**src/bfpm_pkg.sv**
```systemverilog
// package: register map, field positions, reset values and timing for the fault manager
// What this block does
// - sample limit pin voltage at power on
// - internal 5-bit per-phase limit threshold field
// - select bit picks pin or internal threshold
// - stage temperature fault latches or hiccups
// - masked stage temperature fault takes no action
// - per-phase current limiting active by default
// - output undervoltage latches the device off
// - latched off until enable is toggled
// - floor reached suspends phase limiting 2 ms
// - floor threshold programmable over serial bus
// - total overcurrent latches, phases go mid
// - nothing active until supply above lockout
// - overvoltage drops power ok, driver, phases
// - fixed overvoltage limit when guard disabled
// - line input undervoltage latches device off
// - temperature mask bit 5 blocks action
// - total limit mask bit 3 blocks action
package bfpm_pkg;
    // register offsets
    localparam logic [7:0] ADDR_FAULT_MASK = 8'h22;
    localparam logic [7:0] ADDR_FAULT_STATUS = 8'h23;
    localparam logic [7:0] ADDR_SAMPLED_LIMIT = 8'h2D;
    localparam logic [7:0] ADDR_INTERNAL_LIMIT = 8'h2E;
    localparam logic [7:0] ADDR_LATCH_A = 8'h46;
    localparam logic [7:0] ADDR_LATCH_B = 8'h47;
    localparam logic [7:0] ADDR_TEMP_RESP = 8'h4A;
    localparam logic [7:0] ADDR_FLOOR_CFG = 8'h4E;
    localparam logic [7:0] ADDR_OVP_CFG = 8'h4F;
    localparam logic [7:0] ADDR_UVP_CFG = 8'h50;
    // field positions (mask and status share positions)
    localparam int BIT_OV = 0;
    localparam int BIT_UV = 1;
    localparam int BIT_PHASE_LIMIT_OFF = 2;
    localparam int BIT_TOTAL_LIMIT = 3;
    localparam int BIT_STAGE_TEMP = 5;
    localparam int BIT_LINE_UV = 6;
    localparam int BIT_LIMIT_SEL = 0;
    localparam int BIT_TEMP_HICCUP = 7;
    localparam int BIT_FLOOR_EN = 7;
    localparam int BIT_GUARD_OFF = 0;
    localparam int LIMIT_CODE_W = 5;
    localparam int FLOOR_CODE_W = 5;
    localparam int TEMP_CODE_W = 7;
    // reset values
    localparam logic [7:0] RST_FAULT_MASK = 8'h00;
    localparam logic [7:0] RST_CONFIG = 8'h00;
    localparam logic [7:0] RST_STATUS = 8'h00;
    // timing
    localparam int CLK_MHZ = 200;
    localparam int SUSPEND_US = 2000;
    localparam int HICCUP_US = 10000;
    localparam int SAMPLE_US = 50;
    // synchronised input positions; phase flags follow IN_PHASE0
    localparam int IN_SUPPLY_OK = 0;
    localparam int IN_ENABLE = 1;
    localparam int IN_OUT_UNDER = 2;
    localparam int IN_OUT_OVER_REL = 3;
    localparam int IN_OUT_OVER_ABS = 4;
    localparam int IN_LINE_UNDER = 5;
    localparam int IN_TOTAL_LIMIT = 6;
    localparam int IN_STAGE_TEMP = 7;
    localparam int IN_FLOOR = 8;
    localparam int IN_SCL = 9;
    localparam int IN_SDA = 10;
    localparam int IN_PHASE0 = 11;
    // phase output drive
    typedef enum logic [1:0] {PWM_LOW, PWM_MID, PWM_RUN} bfpm_pwm_e;
endpackage : bfpm_pkg

```
**src/bfpm_i2c.sv**
```systemverilog
// serial register port slave: pointer write, data write, auto-increment read
`timescale 1ns/1ps
module bfpm_i2c #(
    parameter logic [6:0] DEV_ADDR = 7'h2A
) (
    // clock and reset
    input wire logic i_clock,
    input wire logic i_rst_b,
    // synchronised bus lines
    input wire logic i_scl,
    input wire logic i_sda,
    output logic o_sda_o,
    output logic o_sda_oe,
    // register side
    output logic [7:0] o_addr,
    input wire logic [7:0] i_rdata,
    output logic o_wr_stb,
    output logic [7:0] o_wr_data
);
    typedef enum logic [2:0] {ST_IDLE, ST_ADDR, ST_PTR, ST_WDATA, ST_ACK, ST_RDATA, ST_RACK}
        bfpm_i2c_e;
    typedef struct packed {
        bfpm_i2c_e st;
        bfpm_i2c_e after;
        logic [3:0] cnt;
        logic [7:0] sh;
        logic [7:0] ptr;
        logic drive;
        logic nack;
        logic scl_d;
        logic sda_d;
        logic wr;
        logic [7:0] wdata;
    } bfpm_i2c_s;

    bfpm_i2c_s state_ff;
    bfpm_i2c_s nxt_state;
    logic rise;
    logic fall;

    always_comb begin
        nxt_state = state_ff;
        nxt_state.scl_d = i_scl;
        nxt_state.sda_d = i_sda;
        nxt_state.wr = 1'b0;
        rise = i_scl & ~state_ff.scl_d;
        fall = ~i_scl & state_ff.scl_d;
        if (i_scl && state_ff.sda_d && !i_sda) begin
            nxt_state.st = ST_ADDR;
            nxt_state.cnt = 4'h0;
            nxt_state.drive = 1'b0;
        end else if (i_scl && !state_ff.sda_d && i_sda) begin
            nxt_state.st = ST_IDLE;
            nxt_state.drive = 1'b0;
        end else begin
            unique case (state_ff.st)
                ST_IDLE: begin
                    nxt_state.drive = 1'b0;
                end
                ST_ADDR, ST_PTR, ST_WDATA: begin
                    if (rise) begin
                        nxt_state.sh = {state_ff.sh[6:0], i_sda};
                        nxt_state.cnt = state_ff.cnt + 4'h1;
                    end else if (fall && state_ff.cnt == 4'h8) begin
                        nxt_state.cnt = 4'h0;
                        nxt_state.drive = 1'b1;
                        nxt_state.st = ST_ACK;
                        nxt_state.after = ST_WDATA;
                        if (state_ff.st == ST_ADDR) begin
                            nxt_state.after = state_ff.sh[0] ? ST_RDATA : ST_PTR;
                            if (state_ff.sh[7:1] != DEV_ADDR) begin
                                nxt_state.drive = 1'b0;
                                nxt_state.st = ST_IDLE;
                            end
                        end else if (state_ff.st == ST_PTR) begin
                            nxt_state.ptr = state_ff.sh;
                        end else begin
                            nxt_state.wr = 1'b1;
                            nxt_state.wdata = state_ff.sh;
                            nxt_state.ptr = state_ff.ptr + 8'h01;
                        end
                    end
                end
                ST_ACK, ST_RACK: begin
                    if (rise) begin
                        nxt_state.nack = i_sda;
                    end else if (fall) begin
                        nxt_state.st = state_ff.after;
                        nxt_state.drive = 1'b0;
                        if (state_ff.after == ST_RDATA) begin
                            // a released line on the master's ack ends the read
                            if (state_ff.st == ST_RACK && state_ff.nack) begin
                                nxt_state.st = ST_IDLE;
                            end else begin
                                nxt_state.sh = {i_rdata[6:0], 1'b0};
                                nxt_state.drive = ~i_rdata[7];
                                nxt_state.cnt = 4'h1;
                            end
                        end
                    end
                end
                ST_RDATA: begin
                    if (fall) begin
                        if (state_ff.cnt == 4'h8) begin
                            nxt_state.drive = 1'b0;
                            nxt_state.st = ST_RACK;
                            nxt_state.after = ST_RDATA;
                            nxt_state.ptr = state_ff.ptr + 8'h01;
                        end else begin
                            nxt_state.drive = ~state_ff.sh[7];
                            nxt_state.sh = {state_ff.sh[6:0], 1'b0};
                            nxt_state.cnt = state_ff.cnt + 4'h1;
                        end
                    end
                end
            endcase
        end
        if (!i_rst_b) begin
            nxt_state = '0;
            nxt_state.scl_d = 1'b1;
            nxt_state.sda_d = 1'b1;
        end
    end

    always_ff @(posedge i_clock) begin
        state_ff <= nxt_state;
    end

    assign o_sda_o = 1'b0;
    assign o_sda_oe = state_ff.drive;
    assign o_addr = state_ff.wr ? state_ff.ptr - 8'h01 : state_ff.ptr;
    assign o_wr_stb = state_ff.wr;
    assign o_wr_data = state_ff.wdata;
endmodule : bfpm_i2c

```
**src/bfpm_sync.sv**
```systemverilog
// three-flop synchroniser with agreement filter for asynchronous pins
`timescale 1ns/1ps
module bfpm_sync #(
    parameter int W = 8
) (
    // clock and reset
    input wire logic i_clock,
    input wire logic i_rst_b,
    // pins
    input wire logic [W-1:0] i_async,
    output logic [W-1:0] o_stable
);
    typedef struct packed {
        logic [W-1:0] s1;
        logic [W-1:0] s2;
        logic [W-1:0] s3;
        logic [W-1:0] val;
    } bfpm_sync_s;

    bfpm_sync_s state_ff;
    bfpm_sync_s nxt_state;

    always_comb begin
        nxt_state.s1 = i_async;
        nxt_state.s2 = state_ff.s1;
        nxt_state.s3 = state_ff.s2;
        // only the second and third stages are compared
        for (int i = 0; i < W; i++) begin
            nxt_state.val[i] = (state_ff.s2[i] == state_ff.s3[i]) ? state_ff.s3[i]
                                                                  : state_ff.val[i];
        end
        if (!i_rst_b) begin
            nxt_state = '0;
        end
    end

    always_ff @(posedge i_clock) begin
        state_ff <= nxt_state;
    end

    assign o_stable = state_ff.val;
endmodule : bfpm_sync

```
**src/bfpm_top.sv**
```systemverilog
// fault protection and current limit selection logic of the buck controller
`timescale 1ns/1ps
module bfpm_top #(
    parameter int N_PHASE = 8,
    parameter int SUSPEND_CYC = bfpm_pkg::SUSPEND_US * bfpm_pkg::CLK_MHZ,
    parameter int HICCUP_CYC = bfpm_pkg::HICCUP_US * bfpm_pkg::CLK_MHZ,
    parameter int SAMPLE_CYC = bfpm_pkg::SAMPLE_US * bfpm_pkg::CLK_MHZ,
    parameter logic [6:0] DEV_ADDR = 7'h2A
) (
    // clock and reset
    input wire logic i_clock,
    input wire logic i_rst_b,
    // serial register port
    input wire logic i_scl,
    input wire logic i_sda,
    output logic o_sda_o,
    output logic o_sda_oe,
    // analog comparator flags and pins
    input wire logic i_supply_ok,
    input wire logic i_enable,
    input wire logic i_out_under,
    input wire logic i_out_over_rel,
    input wire logic i_out_over_abs,
    input wire logic i_line_under,
    input wire logic i_total_limit_fault,
    input wire logic i_stage_temp_signal,
    input wire logic i_floor_reached,
    input wire logic [N_PHASE-1:0] i_phase_over,
    // converter result of the limit pin voltage
    input wire logic [7:0] i_limit_adc,
    // threshold selection to the analog side
    output logic o_limit_source_on,
    output logic o_limit_sel_internal,
    output logic [bfpm_pkg::LIMIT_CODE_W-1:0] o_internal_limit_code,
    output logic [bfpm_pkg::TEMP_CODE_W-1:0] o_stage_temp_thresh,
    output logic [bfpm_pkg::FLOOR_CODE_W-1:0] o_limit_suspend_floor,
    // power stage control
    output logic [N_PHASE-1:0] o_per_phase_current_limiting,
    output bfpm_pkg::bfpm_pwm_e o_pwm_ctl,
    output logic o_driver_on_output,
    output logic o_power_ok_output,
    output logic o_fault_latched
);
    localparam int IN_W = bfpm_pkg::IN_PHASE0 + N_PHASE;

    typedef enum logic [2:0] {ST_OFF, ST_SAMPLE, ST_IDLE, ST_RUN, ST_HICCUP, ST_LATCH,
        ST_LATCH_MID} bfpm_main_e;
    typedef struct packed {
        bfpm_main_e st;
        logic [23:0] tmr;
        logic [23:0] sus_tmr;
        logic [7:0] mask;
        logic [7:0] status;
        logic [7:0] sampled;
        logic [7:0] int_lim;
        logic [7:0] latch_a;
        logic [7:0] latch_b;
        logic [7:0] temp_resp;
        logic [7:0] floor_cfg;
        logic [7:0] ovp_cfg;
        logic [7:0] uvp_cfg;
        logic [N_PHASE-1:0] ph_lim;
        bfpm_pkg::bfpm_pwm_e pwm;
        logic pok;
        logic driver_on_output;
        logic src_on;
    } bfpm_main_s;

    bfpm_main_s state_ff;
    bfpm_main_s nxt_state;
    logic [IN_W-1:0] pins;
    logic [IN_W-1:0] s;
    logic [7:0] reg_addr;
    logic [7:0] rdata;
    logic wr_stb;
    logic [7:0] wr_data;
    logic run;
    logic en;
    logic f_uv;
    logic f_ov;
    logic f_line;
    logic f_tot;
    logic f_tmp;
    logic [7:0] set_bits;
    logic latch_low;
    logic latch_mid;
    logic hiccup_go;
    logic limit_on;
    logic [N_PHASE-1:0] ph_over;

    assign pins = {i_phase_over, i_sda, i_scl, i_floor_reached, i_stage_temp_signal,
                   i_total_limit_fault, i_line_under, i_out_over_abs, i_out_over_rel,
                   i_out_under, i_enable, i_supply_ok};

    bfpm_sync #(
        .W(IN_W)
    ) u_sync (
        .i_clock(i_clock),
        .i_rst_b(i_rst_b),
        .i_async(pins),
        .o_stable(s)
    );

    bfpm_i2c #(
        .DEV_ADDR(DEV_ADDR)
    ) u_i2c (
        .i_clock(i_clock),
        .i_rst_b(i_rst_b),
        .i_scl(s[bfpm_pkg::IN_SCL]),
        .i_sda(s[bfpm_pkg::IN_SDA]),
        .o_sda_o(o_sda_o),
        .o_sda_oe(o_sda_oe),
        .o_addr(reg_addr),
        .i_rdata(rdata),
        .o_wr_stb(wr_stb),
        .o_wr_data(wr_data)
    );

    // unmapped offsets read as zero
    always_comb begin
        unique case (reg_addr)
            bfpm_pkg::ADDR_FAULT_MASK: rdata = state_ff.mask;
            bfpm_pkg::ADDR_FAULT_STATUS: rdata = state_ff.status;
            bfpm_pkg::ADDR_SAMPLED_LIMIT: rdata = state_ff.sampled;
            bfpm_pkg::ADDR_INTERNAL_LIMIT: rdata = state_ff.int_lim;
            bfpm_pkg::ADDR_LATCH_A: rdata = state_ff.latch_a;
            bfpm_pkg::ADDR_LATCH_B: rdata = state_ff.latch_b;
            bfpm_pkg::ADDR_TEMP_RESP: rdata = state_ff.temp_resp;
            bfpm_pkg::ADDR_FLOOR_CFG: rdata = state_ff.floor_cfg;
            bfpm_pkg::ADDR_OVP_CFG: rdata = state_ff.ovp_cfg;
            bfpm_pkg::ADDR_UVP_CFG: rdata = state_ff.uvp_cfg;
            default: rdata = 8'h00;
        endcase
    end

    always_comb begin
        nxt_state = state_ff;
        run = (state_ff.st == ST_RUN);
        en = s[bfpm_pkg::IN_ENABLE];
        ph_over = s[IN_W-1:bfpm_pkg::IN_PHASE0];
        f_uv = run & s[bfpm_pkg::IN_OUT_UNDER] & ~state_ff.uvp_cfg[bfpm_pkg::BIT_GUARD_OFF];
        f_ov = run & (state_ff.ovp_cfg[bfpm_pkg::BIT_GUARD_OFF] ? s[bfpm_pkg::IN_OUT_OVER_ABS]
                                                                : s[bfpm_pkg::IN_OUT_OVER_REL]);
        f_line = run & s[bfpm_pkg::IN_LINE_UNDER];
        f_tot = run & s[bfpm_pkg::IN_TOTAL_LIMIT];
        f_tmp = run & s[bfpm_pkg::IN_STAGE_TEMP];
        set_bits = 8'h00;
        set_bits[bfpm_pkg::BIT_OV] = f_ov;
        set_bits[bfpm_pkg::BIT_UV] = f_uv;
        set_bits[bfpm_pkg::BIT_LINE_UV] = f_line;
        set_bits[bfpm_pkg::BIT_TOTAL_LIMIT] = f_tot;
        set_bits[bfpm_pkg::BIT_STAGE_TEMP] = f_tmp;
        latch_mid = f_tot & ~state_ff.mask[bfpm_pkg::BIT_TOTAL_LIMIT];
        hiccup_go = f_tmp & ~state_ff.mask[bfpm_pkg::BIT_STAGE_TEMP]
                  & state_ff.temp_resp[bfpm_pkg::BIT_TEMP_HICCUP];
        latch_low = f_uv | f_ov | (f_line & ~state_ff.mask[bfpm_pkg::BIT_LINE_UV])
                  | (f_tmp & ~state_ff.mask[bfpm_pkg::BIT_STAGE_TEMP]
                     & ~state_ff.temp_resp[bfpm_pkg::BIT_TEMP_HICCUP]);

        // clear on enable low, set wins
        nxt_state.status = set_bits | (state_ff.status & {8{en}});

        if (wr_stb) begin
            unique case (reg_addr)
                bfpm_pkg::ADDR_FAULT_MASK: nxt_state.mask = wr_data;
                bfpm_pkg::ADDR_INTERNAL_LIMIT: nxt_state.int_lim = wr_data;
                bfpm_pkg::ADDR_LATCH_A: nxt_state.latch_a = wr_data;
                bfpm_pkg::ADDR_LATCH_B: nxt_state.latch_b = wr_data;
                bfpm_pkg::ADDR_TEMP_RESP: nxt_state.temp_resp = wr_data;
                bfpm_pkg::ADDR_FLOOR_CFG: nxt_state.floor_cfg = wr_data;
                bfpm_pkg::ADDR_OVP_CFG: nxt_state.ovp_cfg = wr_data;
                bfpm_pkg::ADDR_UVP_CFG: nxt_state.uvp_cfg = wr_data;
                default: nxt_state.mask = state_ff.mask;
            endcase
        end

        // limiting on unless mask disables it or the floor suspension timer is running
        limit_on = ~state_ff.mask[bfpm_pkg::BIT_PHASE_LIMIT_OFF] && (state_ff.sus_tmr == 24'h0);
        if (state_ff.sus_tmr != 24'h0) begin
            nxt_state.sus_tmr = state_ff.sus_tmr - 24'h000001;
        end else if (run && limit_on && (|ph_over) && s[bfpm_pkg::IN_FLOOR]
                     && state_ff.floor_cfg[bfpm_pkg::BIT_FLOOR_EN]) begin
            nxt_state.sus_tmr = 24'(SUSPEND_CYC);
        end
        if (!run) begin
            nxt_state.sus_tmr = 24'h0;
        end

        if (!s[bfpm_pkg::IN_SUPPLY_OK]) begin
            nxt_state.st = ST_OFF;
            nxt_state.src_on = 1'b0;
        end else begin
            unique case (state_ff.st)
                ST_OFF: begin
                    nxt_state.st = ST_SAMPLE;
                    nxt_state.tmr = 24'(SAMPLE_CYC);
                    nxt_state.src_on = 1'b1;
                end
                ST_SAMPLE: begin
                    if (state_ff.tmr <= 24'h000001) begin
                        nxt_state.sampled = i_limit_adc;
                        nxt_state.src_on = 1'b0;
                        nxt_state.st = ST_IDLE;
                    end else begin
                        nxt_state.tmr = state_ff.tmr - 24'h000001;
                    end
                end
                ST_IDLE: begin
                    if (en) begin
                        nxt_state.st = ST_RUN;
                    end
                end
                ST_RUN: begin
                    if (!en) begin
                        nxt_state.st = ST_IDLE;
                    end else if (f_ov) begin
                        nxt_state.st = ST_LATCH;
                    end else if (latch_mid) begin
                        nxt_state.st = ST_LATCH_MID;
                    end else if (latch_low) begin
                        nxt_state.st = ST_LATCH;
                    end else if (hiccup_go) begin
                        nxt_state.st = ST_HICCUP;
                        nxt_state.tmr = 24'(HICCUP_CYC);
                    end
                end
                ST_HICCUP: begin
                    if (!en) begin
                        nxt_state.st = ST_IDLE;
                    end else if (state_ff.tmr <= 24'h000001) begin
                        nxt_state.st = ST_RUN;
                    end else begin
                        nxt_state.tmr = state_ff.tmr - 24'h000001;
                    end
                end
                ST_LATCH, ST_LATCH_MID: begin
                    if (!en) begin
                        nxt_state.st = ST_IDLE;
                    end
                end
            endcase
        end

        // outputs follow the next state so a fault acts on the next edge
        nxt_state.driver_on_output = (nxt_state.st == ST_RUN);
        nxt_state.pok = (nxt_state.st == ST_RUN);
        nxt_state.pwm = (nxt_state.st == ST_RUN) ? bfpm_pkg::PWM_RUN
                      : (nxt_state.st == ST_LATCH_MID) ? bfpm_pkg::PWM_MID : bfpm_pkg::PWM_LOW;
        nxt_state.ph_lim = ((nxt_state.st == ST_RUN) && limit_on) ? ph_over : '0;

        if (!i_rst_b) begin
            nxt_state = '0;
            nxt_state.st = ST_OFF;
            nxt_state.mask = bfpm_pkg::RST_FAULT_MASK;
            nxt_state.status = bfpm_pkg::RST_STATUS;
            nxt_state.int_lim = bfpm_pkg::RST_CONFIG;
            nxt_state.latch_a = bfpm_pkg::RST_CONFIG;
            nxt_state.latch_b = bfpm_pkg::RST_CONFIG;
            nxt_state.temp_resp = bfpm_pkg::RST_CONFIG;
            nxt_state.floor_cfg = bfpm_pkg::RST_CONFIG;
            nxt_state.ovp_cfg = bfpm_pkg::RST_CONFIG;
            nxt_state.uvp_cfg = bfpm_pkg::RST_CONFIG;
            nxt_state.pwm = bfpm_pkg::PWM_LOW;
        end
    end

    always_ff @(posedge i_clock) begin
        state_ff <= nxt_state;
    end

    assign o_limit_source_on = state_ff.src_on;
    assign o_limit_sel_internal = state_ff.latch_a[bfpm_pkg::BIT_LIMIT_SEL];
    assign o_internal_limit_code = state_ff.int_lim[bfpm_pkg::LIMIT_CODE_W-1:0];
    assign o_stage_temp_thresh = state_ff.temp_resp[bfpm_pkg::TEMP_CODE_W-1:0];
    assign o_limit_suspend_floor = state_ff.floor_cfg[bfpm_pkg::FLOOR_CODE_W-1:0];
    assign o_per_phase_current_limiting = state_ff.ph_lim;
    assign o_pwm_ctl = state_ff.pwm;
    assign o_driver_on_output = state_ff.driver_on_output;
    assign o_power_ok_output = state_ff.pok;
    assign o_fault_latched = (state_ff.st == ST_LATCH) || (state_ff.st == ST_LATCH_MID);
endmodule : bfpm_top

```
**config.mk**
```make
export PLATFORM = sky130hd
export DESIGN_NAME = bfpm_top
export DESIGN_NICKNAME = d
export VERILOG_FILES = /design/src/bfpm_pkg.sv /design/src/bfpm_i2c.sv /design/src/bfpm_sync.sv /design/src/bfpm_top.sv
export SDC_FILE = /design/constraint.sdc
export NUM_CORES = 1
export LEC_CHECK = 0
export BUFFER_PORTS_ARGS = -buffer_cell sky130_fd_sc_hd__buf_2
export CORE_UTILIZATION = 65
export CTS_BUF_LIST = sky130_fd_sc_hd__clkbuf_8
export DETAILED_ROUTE_END_ITERATION = 10
export PLACE_DENSITY = 0.84
export SLEW_MARGIN = 5
export SYNTH_ARGS = -nofsm -noshare
export SYNTH_HDL_FRONTEND = slang
export SYNTH_SLANG_ARGS = --single-unit
```
**constraint.sdc**
```tcl
create_clock -name i_clock -period 8.1 [get_ports i_clock]
set_clock_uncertainty 0.05 [all_clocks]
set_input_delay 0.405 -clock i_clock [delete_from_list [all_inputs] [get_ports i_clock]]
set_output_delay 0.405 -clock i_clock [all_outputs]
set_load 0.05 [all_outputs]
```
* Word-level counts from Yosys, hierarchy flattened
Index checks and enable logic that the tools add are counted.
Widths: inputs -> output; s select.
** Operators by class
- Bitwise logic cells :: 36
- Reduce and logical (&&, ||, !) cells :: 56
- Mux-type cells :: 66
- Magnitude comparators :: 1
- $add $sub $neg :: 5
- Eq/ne operators :: 71
** Operator list (number)
- $mux 24 :: 8
- $pmux 24 s4 :: 1
- $pmux 8 s10 :: 1
- $mux 12 :: 5
- $mux 27 :: 2
- $eq 8x7->1 const B :: 6
- $mux 3 :: 16
- $sub 24x1->24 const B :: 2
- $mux 8 :: 5
- $pmux 12 s3 :: 1
- $eq 8x6->1 const B :: 4
- $reduce_and 7->1 :: 4
- $mux 9 :: 3
- $eq 3x3->1 const B :: 8
- $le 24x1->1 const B :: 1
- $logic_not 24->1 :: 1
- $reduce_and 2->1 :: 12
- $reduce_bool 24->1 :: 1
- $eq 1x1->1 :: 19
- $mux 6 :: 3
- $ne 2x1->1 const B :: 9
- $ne 2x2->1 const B :: 9
- $not 1->1 :: 18
- $pmux 3 s6 :: 1
- other kinds (41) :: 95
** Storage, ports and cells
- Register bits :: 258
- Output and inout port bits :: 34
- Input port bits :: 29
- Word-level logic and storage cells :: 287

* Longest topological paths before layout
- Depth in word-level cells :: 15
- Gate-level depth with buffers :: 12
- Gate-level depth less buffers :: 10

* By module
A second synthesis with hierarchy kept.
** Unflattened totals
- Cells, all modules :: 1369
- Area total of the unflattened synthesis :: 12037.8 µm²
** By module, submodules not included
- bfpm_top :: sequential area each 2842.7 µm², cells an instance 859, times used 1, area each 7231.9 µm²
- bfpm_sync :: sequential area each 1521.5 µm², cells an instance 217, times used 1, area each 2437.3 µm²
- bfpm_i2c :: sequential area each 780.7 µm², cells an instance 293, times used 1, area each 2368.5 µm²

* Least setup slack after synthesis
Ideal clock, no wire load.
- Path kind :: reg2reg
- Start :: register u_i2c.state_ff[13] in the netlist's numbering
- End :: register u_i2c.state_ff[22] in the netlist's numbering
- Clock period less this slack :: 2.909 ns
- Arrival time :: 2.774 ns
- Buffers on the path :: 2
- Library setup time :: 0.086 ns
- Data required time :: 7.964 ns
- Stages on the path, launching flop included :: 13
- Slack :: 5.191 ns
- Cells stage by stage :: dfxtp_1 buf_2 inv_2 ha_1 and4bb_4 xor2_4 or2_1 or2_1 buf_2 a2111oi_0 nor3_1 a31o_2 a211oi_1
** Between the ends
- Word-level cells in the longest chain between the ends :: 9
- Elaborated cells between the ends (all ways) :: 18
- Classes of those cells :: 1 x add/sub; 10 x eq/ne; 7 x mux
** Ends and longest elaborated chain
- from (decl) :: RTL line bfpm_i2c.sv:36 : bfpm_i2c_s state_ff;
- from (signal assigned) :: RTL line bfpm_i2c.sv:126 : state_ff <= nxt_state;
- $sub 8x1->8 :: RTL line bfpm_i2c.sv:131 : assign o_addr = state_ff.wr ? state_ff.ptr - 8'h01 : state_ff.ptr;
- $mux 8 * :: RTL line bfpm_i2c.sv:131
- $eq 8x7->1 or $eq 8x6->1 (tied branches) :: RTL line bfpm_top.sv:121 : unique case (reg_addr)
- $pmux 8 s10 * :: RTL line bfpm_top.sv:121
- $mux 12 * :: RTL line bfpm_i2c.sv:92 : if (state_ff.st == ST_RACK && state_ff.nack) begin
- $mux 12 * :: RTL line bfpm_i2c.sv:90 : if (state_ff.after == ST_RDATA) begin
- $mux 12 * :: RTL line bfpm_i2c.sv:87 : end else if (fall) begin
- $mux 12 * :: RTL line bfpm_i2c.sv:85 : if (rise) begin
- $pmux 12 s3 * :: RTL line bfpm_i2c.sv:56 : unique case (state_ff.st)
Mark *: on every way between the ends. The rest lies on a longest branch, timed or not. The select of a mux whose other input is x is not followed.
A chain may end at the register's enable or synchronous reset.

* Final worst setup path
- Start :: register u_i2c.state_ff[13] in the netlist's numbering
- End :: register u_i2c.state_ff[26] in the netlist's numbering
Same word-level chain as after synthesis.

==> impl_summary.txt <==
----------------------------------------------------
[Floorplanning]
  Chip Width ... 137 um
  Initial cell density of the core ... 67.5%
  I/O pins ... 63
  Die Y ... around 140 um
  Count of standard-cell rows ... 48
  Std-Cell Core Area ... approximately 17000 um2
  Die area ... 18700 um2

[Clocking]
  Cts repair resizes ... 0
  Clk_lat worst skew ... 0.56 ns
  Number of sinks on the clock net ... 257
  Hold-fix buffers, CTS ... 18
  Inserted Clock Buffers ... 40
  CTS tree ... built
  Number of buffers inserted by post-CTS setup repair ... 0
  Cell at the root of the clock tree ... sky130_fd_sc_hd__clkbuf_8
  Clock Path Buffers ... 3
  H-tree depth ... 2
  Register clock-pin slew on the reported worst setup and hold paths ... 0.06 ns

[Critical path]
  Arr. time, crit path ... 4.47 ns
  R2R setup slack ... 4.03 ns
  Reg-to-reg critical path endpoint ... u_i2c.state_ff[26]
  Critical R2R Launch ... u_i2c.state_ff[13]
  Path type of the worst setup path ... flop to flop
  CP Launch Type ... flop
  Cell-by-cell trace of the critical path ... inv_2, ha_1, nor2b_1, mux2i_1, nor4_4, a221o_1, a221o_1, a211oi_1, a211oi_1
  CP max FO ... 19
  Delay of the slowest cell on the worst path ... 0.85 ns
  Count of cells along the worst register-to-register path ... 9
  Kind of cell adding the most delay to the critical path ... simple AND/OR/NAND/NOR gates
  Library cell contributing the largest single delay on the critical path ... sky130_fd_sc_hd__nor4_4
  Number of buffer and inverter instances along the worst setup path ... 1
  Required time of the critical path ... 8.50 ns
  Worst Setup End Kind ... flop

[Power]
  Int Power ... 1.94 mW
  Switching part of the total power ... 24.6%
  Leakage ... ~5.0 nW
  Clk network pwr share ... 41.6%
  Highest ir drop seen on vdd ... 0.171 mV
  Switching power total ... 633 uW
  Relative contribution of sequential cells to total power ... 51.3%
  PD cells ... 200 nW/um2
  Logic gate share of total power ... 7.1%

[Placement]
  Half-perimeter wire length after detailed placement ... between 15 and 20 mm
  Instance count after placement with tap cells included ... 1504
  Number of port buffers ... 61
  Final GP Congestion ... between 0.8 and 0.9
  Area after detailed placement ... around 12000 um2

[Global routing]
  Grt met1 use ... 38.3%
  Total grt overflow ... 0
  Global-route wire length before repair ... 44.3 mm
  Number of global-route vias before repair ... 8923
  Met3 layer usage reported by global route ... around 6.6%
  Grt peak-use layer ... met2
  Met2 track utilization from global routing ... ~49%
  Number of antenna violations at the first check in global routing ... 0
  Global routing usage summed across all routing layers ... a little under a third
  Largest net degree at the start of global routing ... 112

[STA]
  Measured slew at the worst slew-check pin ... 1.01 ns
  Final total negative setup slack ... 0 ns
  Portion of the clock cycle consumed by the worst path in the final layout ... 50.2%
  Final Max Slew Viols ... 0
  Setup Viol. Count Final ... 0
  Setup repair after global routing missed its margin ... no
  Upper clock frequency limit ... around 0.25 GHz
  Final hold violation count ... 0
  Fin crit period ... approximately 4 ns
  Worst slew margin ... 32.0%

[Synth]
  Post-Synthesis Mean Instance Area ... 8.94 um2
  Register bit count reported by yosys ... about 260
  Post-synthesis cell count ... 1319
  Post-synth top area cell ... sky130_fd_sc_hd__dfxtp_1
  Top-count cell post-synth ... sky130_fd_sc_hd__dfxtp_1
  Number of distinct standard cells referenced by the synthesized netlist ... 82
  Share of flip-flops with an asynchronous set or reset ... 0%
  Dominant synthesized flop cell ... sky130_fd_sc_hd__dfxtp_1
  Fraction of synthesized cell area taken by the top area cell type ... 43.6%
  Syn Nets ... 1356
  Leading post-synthesis cells by instance count ... 257 x sky130_fd_sc_hd__dfxtp_1, 111 x sky130_fd_sc_hd__nand2_1, 93 x sky130_fd_sc_hd__nor2_1
  Warnings, synthesis ... 0
  EDFF count, synth ... 0
  Syn Std Cell Area ... between 10000 and 15000 um2
  Sequential element share of the synthesized area ... 43.6%
  Synth area leaders ... sky130_fd_sc_hd__dfxtp_1 44%, sky130_fd_sc_hd__mux2i_1 5.4%, sky130_fd_sc_hd__and2_1 4.1%, sky130_fd_sc_hd__nor2b_1 4.1%, sky130_fd_sc_hd__a21boi_0 3.6%

[Job]
  Number of violations of the max-capacitance limit ... 0

[Cells and area]
  Count of fill cells added during filler insertion ... 1276
  Number of nets in the final layout ... 1376
  Area growth syn-to-layout ... 9.26%
  Share of final-layout standard cells stronger than drive strength 1 ... 11.4%
  Final Cell Area ... 12900 um2
  Final Non-Filler Cells ... 1591
  Antenna Diode Count ... 0

[Detailed routing]
  Detailed Route WL ... 27.5 mm
  Number of routed nets with antenna violations ... 0
  DRC violations left ... 0
  Count of vias placed by the detailed router ... between 9k and 10k
  DR WL/cell ... 17.3 um
  Average via count per standard cell ... 6.04
  Iter 0 DRT Violations ... 771
  Pre-Repair DR Iteration Count ... 6

[Hold path]
  Worst hold-check path type ... primary input to flop
  Critical hold path startpoint ... i_limit_adc[0]
  Hold-critical path depth ... 3
  Worst Hold Path EP ... state_ff[69]

[Status]
  Status ... finished clean

----------------------------------------------------
[worst reg2reg max path, stage by stage (launching register included)]
cell	delay, ns
sky130_fd_sc_hd__dfxtp_1	0.75
sky130_fd_sc_hd__inv_2	0.21
sky130_fd_sc_hd__ha_1	0.41
sky130_fd_sc_hd__nor2b_1	0.59
sky130_fd_sc_hd__mux2i_1	0.43
sky130_fd_sc_hd__nor4_4	0.85
sky130_fd_sc_hd__a221o_1	0.28
sky130_fd_sc_hd__a221o_1	0.11
sky130_fd_sc_hd__a211oi_1	0.05
sky130_fd_sc_hd__a211oi_1	0.25
[cell families after synthesis]
group / synth area share [%]
AOI/OAI and AO/OA: 16.6
xor gates and xnor gates: 2.68
adders and majority gates: 0.849
buffers and inverters: 4.93
DFF: 43.6
muxes: 5.62
other: 0.0318
and+or+nand+nor: 25.6
[flip-flops by register name, indices dropped and copies added, names as in the netlist]
name                          flops
state_ff                        113
u_sync.state_ff                  57
u_i2c.state_ff                   29
u_sync.o_stable                  19
o_per_phase_current_limiting      8
u_i2c.o_wr_data                   8
o_stage_temp_thresh               7
o_internal_limit_code             5
o_limit_suspend_floor             5
o_pwm_ctl                         2
o_limit_sel_internal              1
o_limit_source_on                 1
u_i2c.o_sda_oe                    1
u_i2c.o_wr_stb                    1
[how the worst max path moves through the flow]
stage                             startpoint  depth (start not counted)                 end
after floorplan           u_i2c.state_ff[13]                         12  u_i2c.state_ff[22]
after global placement    u_i2c.state_ff[13]                          9  u_i2c.state_ff[25]
after detailed placement  u_i2c.state_ff[13]                          9  u_i2c.state_ff[26]
after CTS                 u_i2c.state_ff[13]                          9  u_i2c.state_ff[26]
after global routing      u_i2c.state_ff[13]                          9  u_i2c.state_ff[25]
final                     u_i2c.state_ff[13]                          9  u_i2c.state_ff[26]
[power groups by stage]
stage | clock network, mW | registers, mW | logic (mW)
after floorplan | 0 | 1.33 | 0.144
after global placement | 0 | 1.34 | 0.168
after detailed placement | 0 | 1.34 | 0.173
after CTS | 1.09 | 1.32 | 0.180
after global routing | 1.14 | 1.32 | 0.204
final | 1.07 | 1.32 | 0.183
[layout make-up]
| cell class | instances | area [um2] | share of cell area [%] |
|---|---|---|---|
| Sequential cell | 257 | 5140 | 39.9 |
| Timing Repair Buffer | 84 | 526 | 4.08 |
| Multi-Input combinational cell | 939 | 6060 | 47.1 |
| Clock inverter | 18 | 101 | 0.787 |
| Clock buffer | 51 | 702 | 5.45 |
| Tap cell | 225 | 282 | 2.19 |
| Inverter | 17 | 63.8 | 0.495 |
[per-stage QoR]
stage | power (mW) | utilization [%] | hold slack (ns) | worst slack (ns)
finish | 2.57 | 73.7 | 0.0575 | 4.03
CTS | 2.58 | 73.7 | 0.0148 | 4.10
detailed placement | 1.52 | 68.1 | 0.368 | 4.13
floorplan | 1.47 | - | 0.362 | 5.19
global route | 2.67 | 73.7 | 0.0504 | 3.71
global placement | 1.51 | 68.1 | 0.364 | 4.35
[placed cells by master, fill, tap and decap left out, drive strengths merged, types with 43 or more instances in the layout]
cell type	n
mux2i	64
dfxtp	257
nor2b	77
nor2	94
buf	66
a21boi	57
nand2	112
o21ai	75
nand3	43
clkbuf	51
and2	78
[metal layers]
metal / up-vias / wire length [um]
li1: 4671 / -
met1: 4493 / 11700
met2: 361 / 12700
met3: 87 / 2230
met4: 0 / 928
met5: - / 0
No activity file was read; power rests on OpenSTA's default activity.
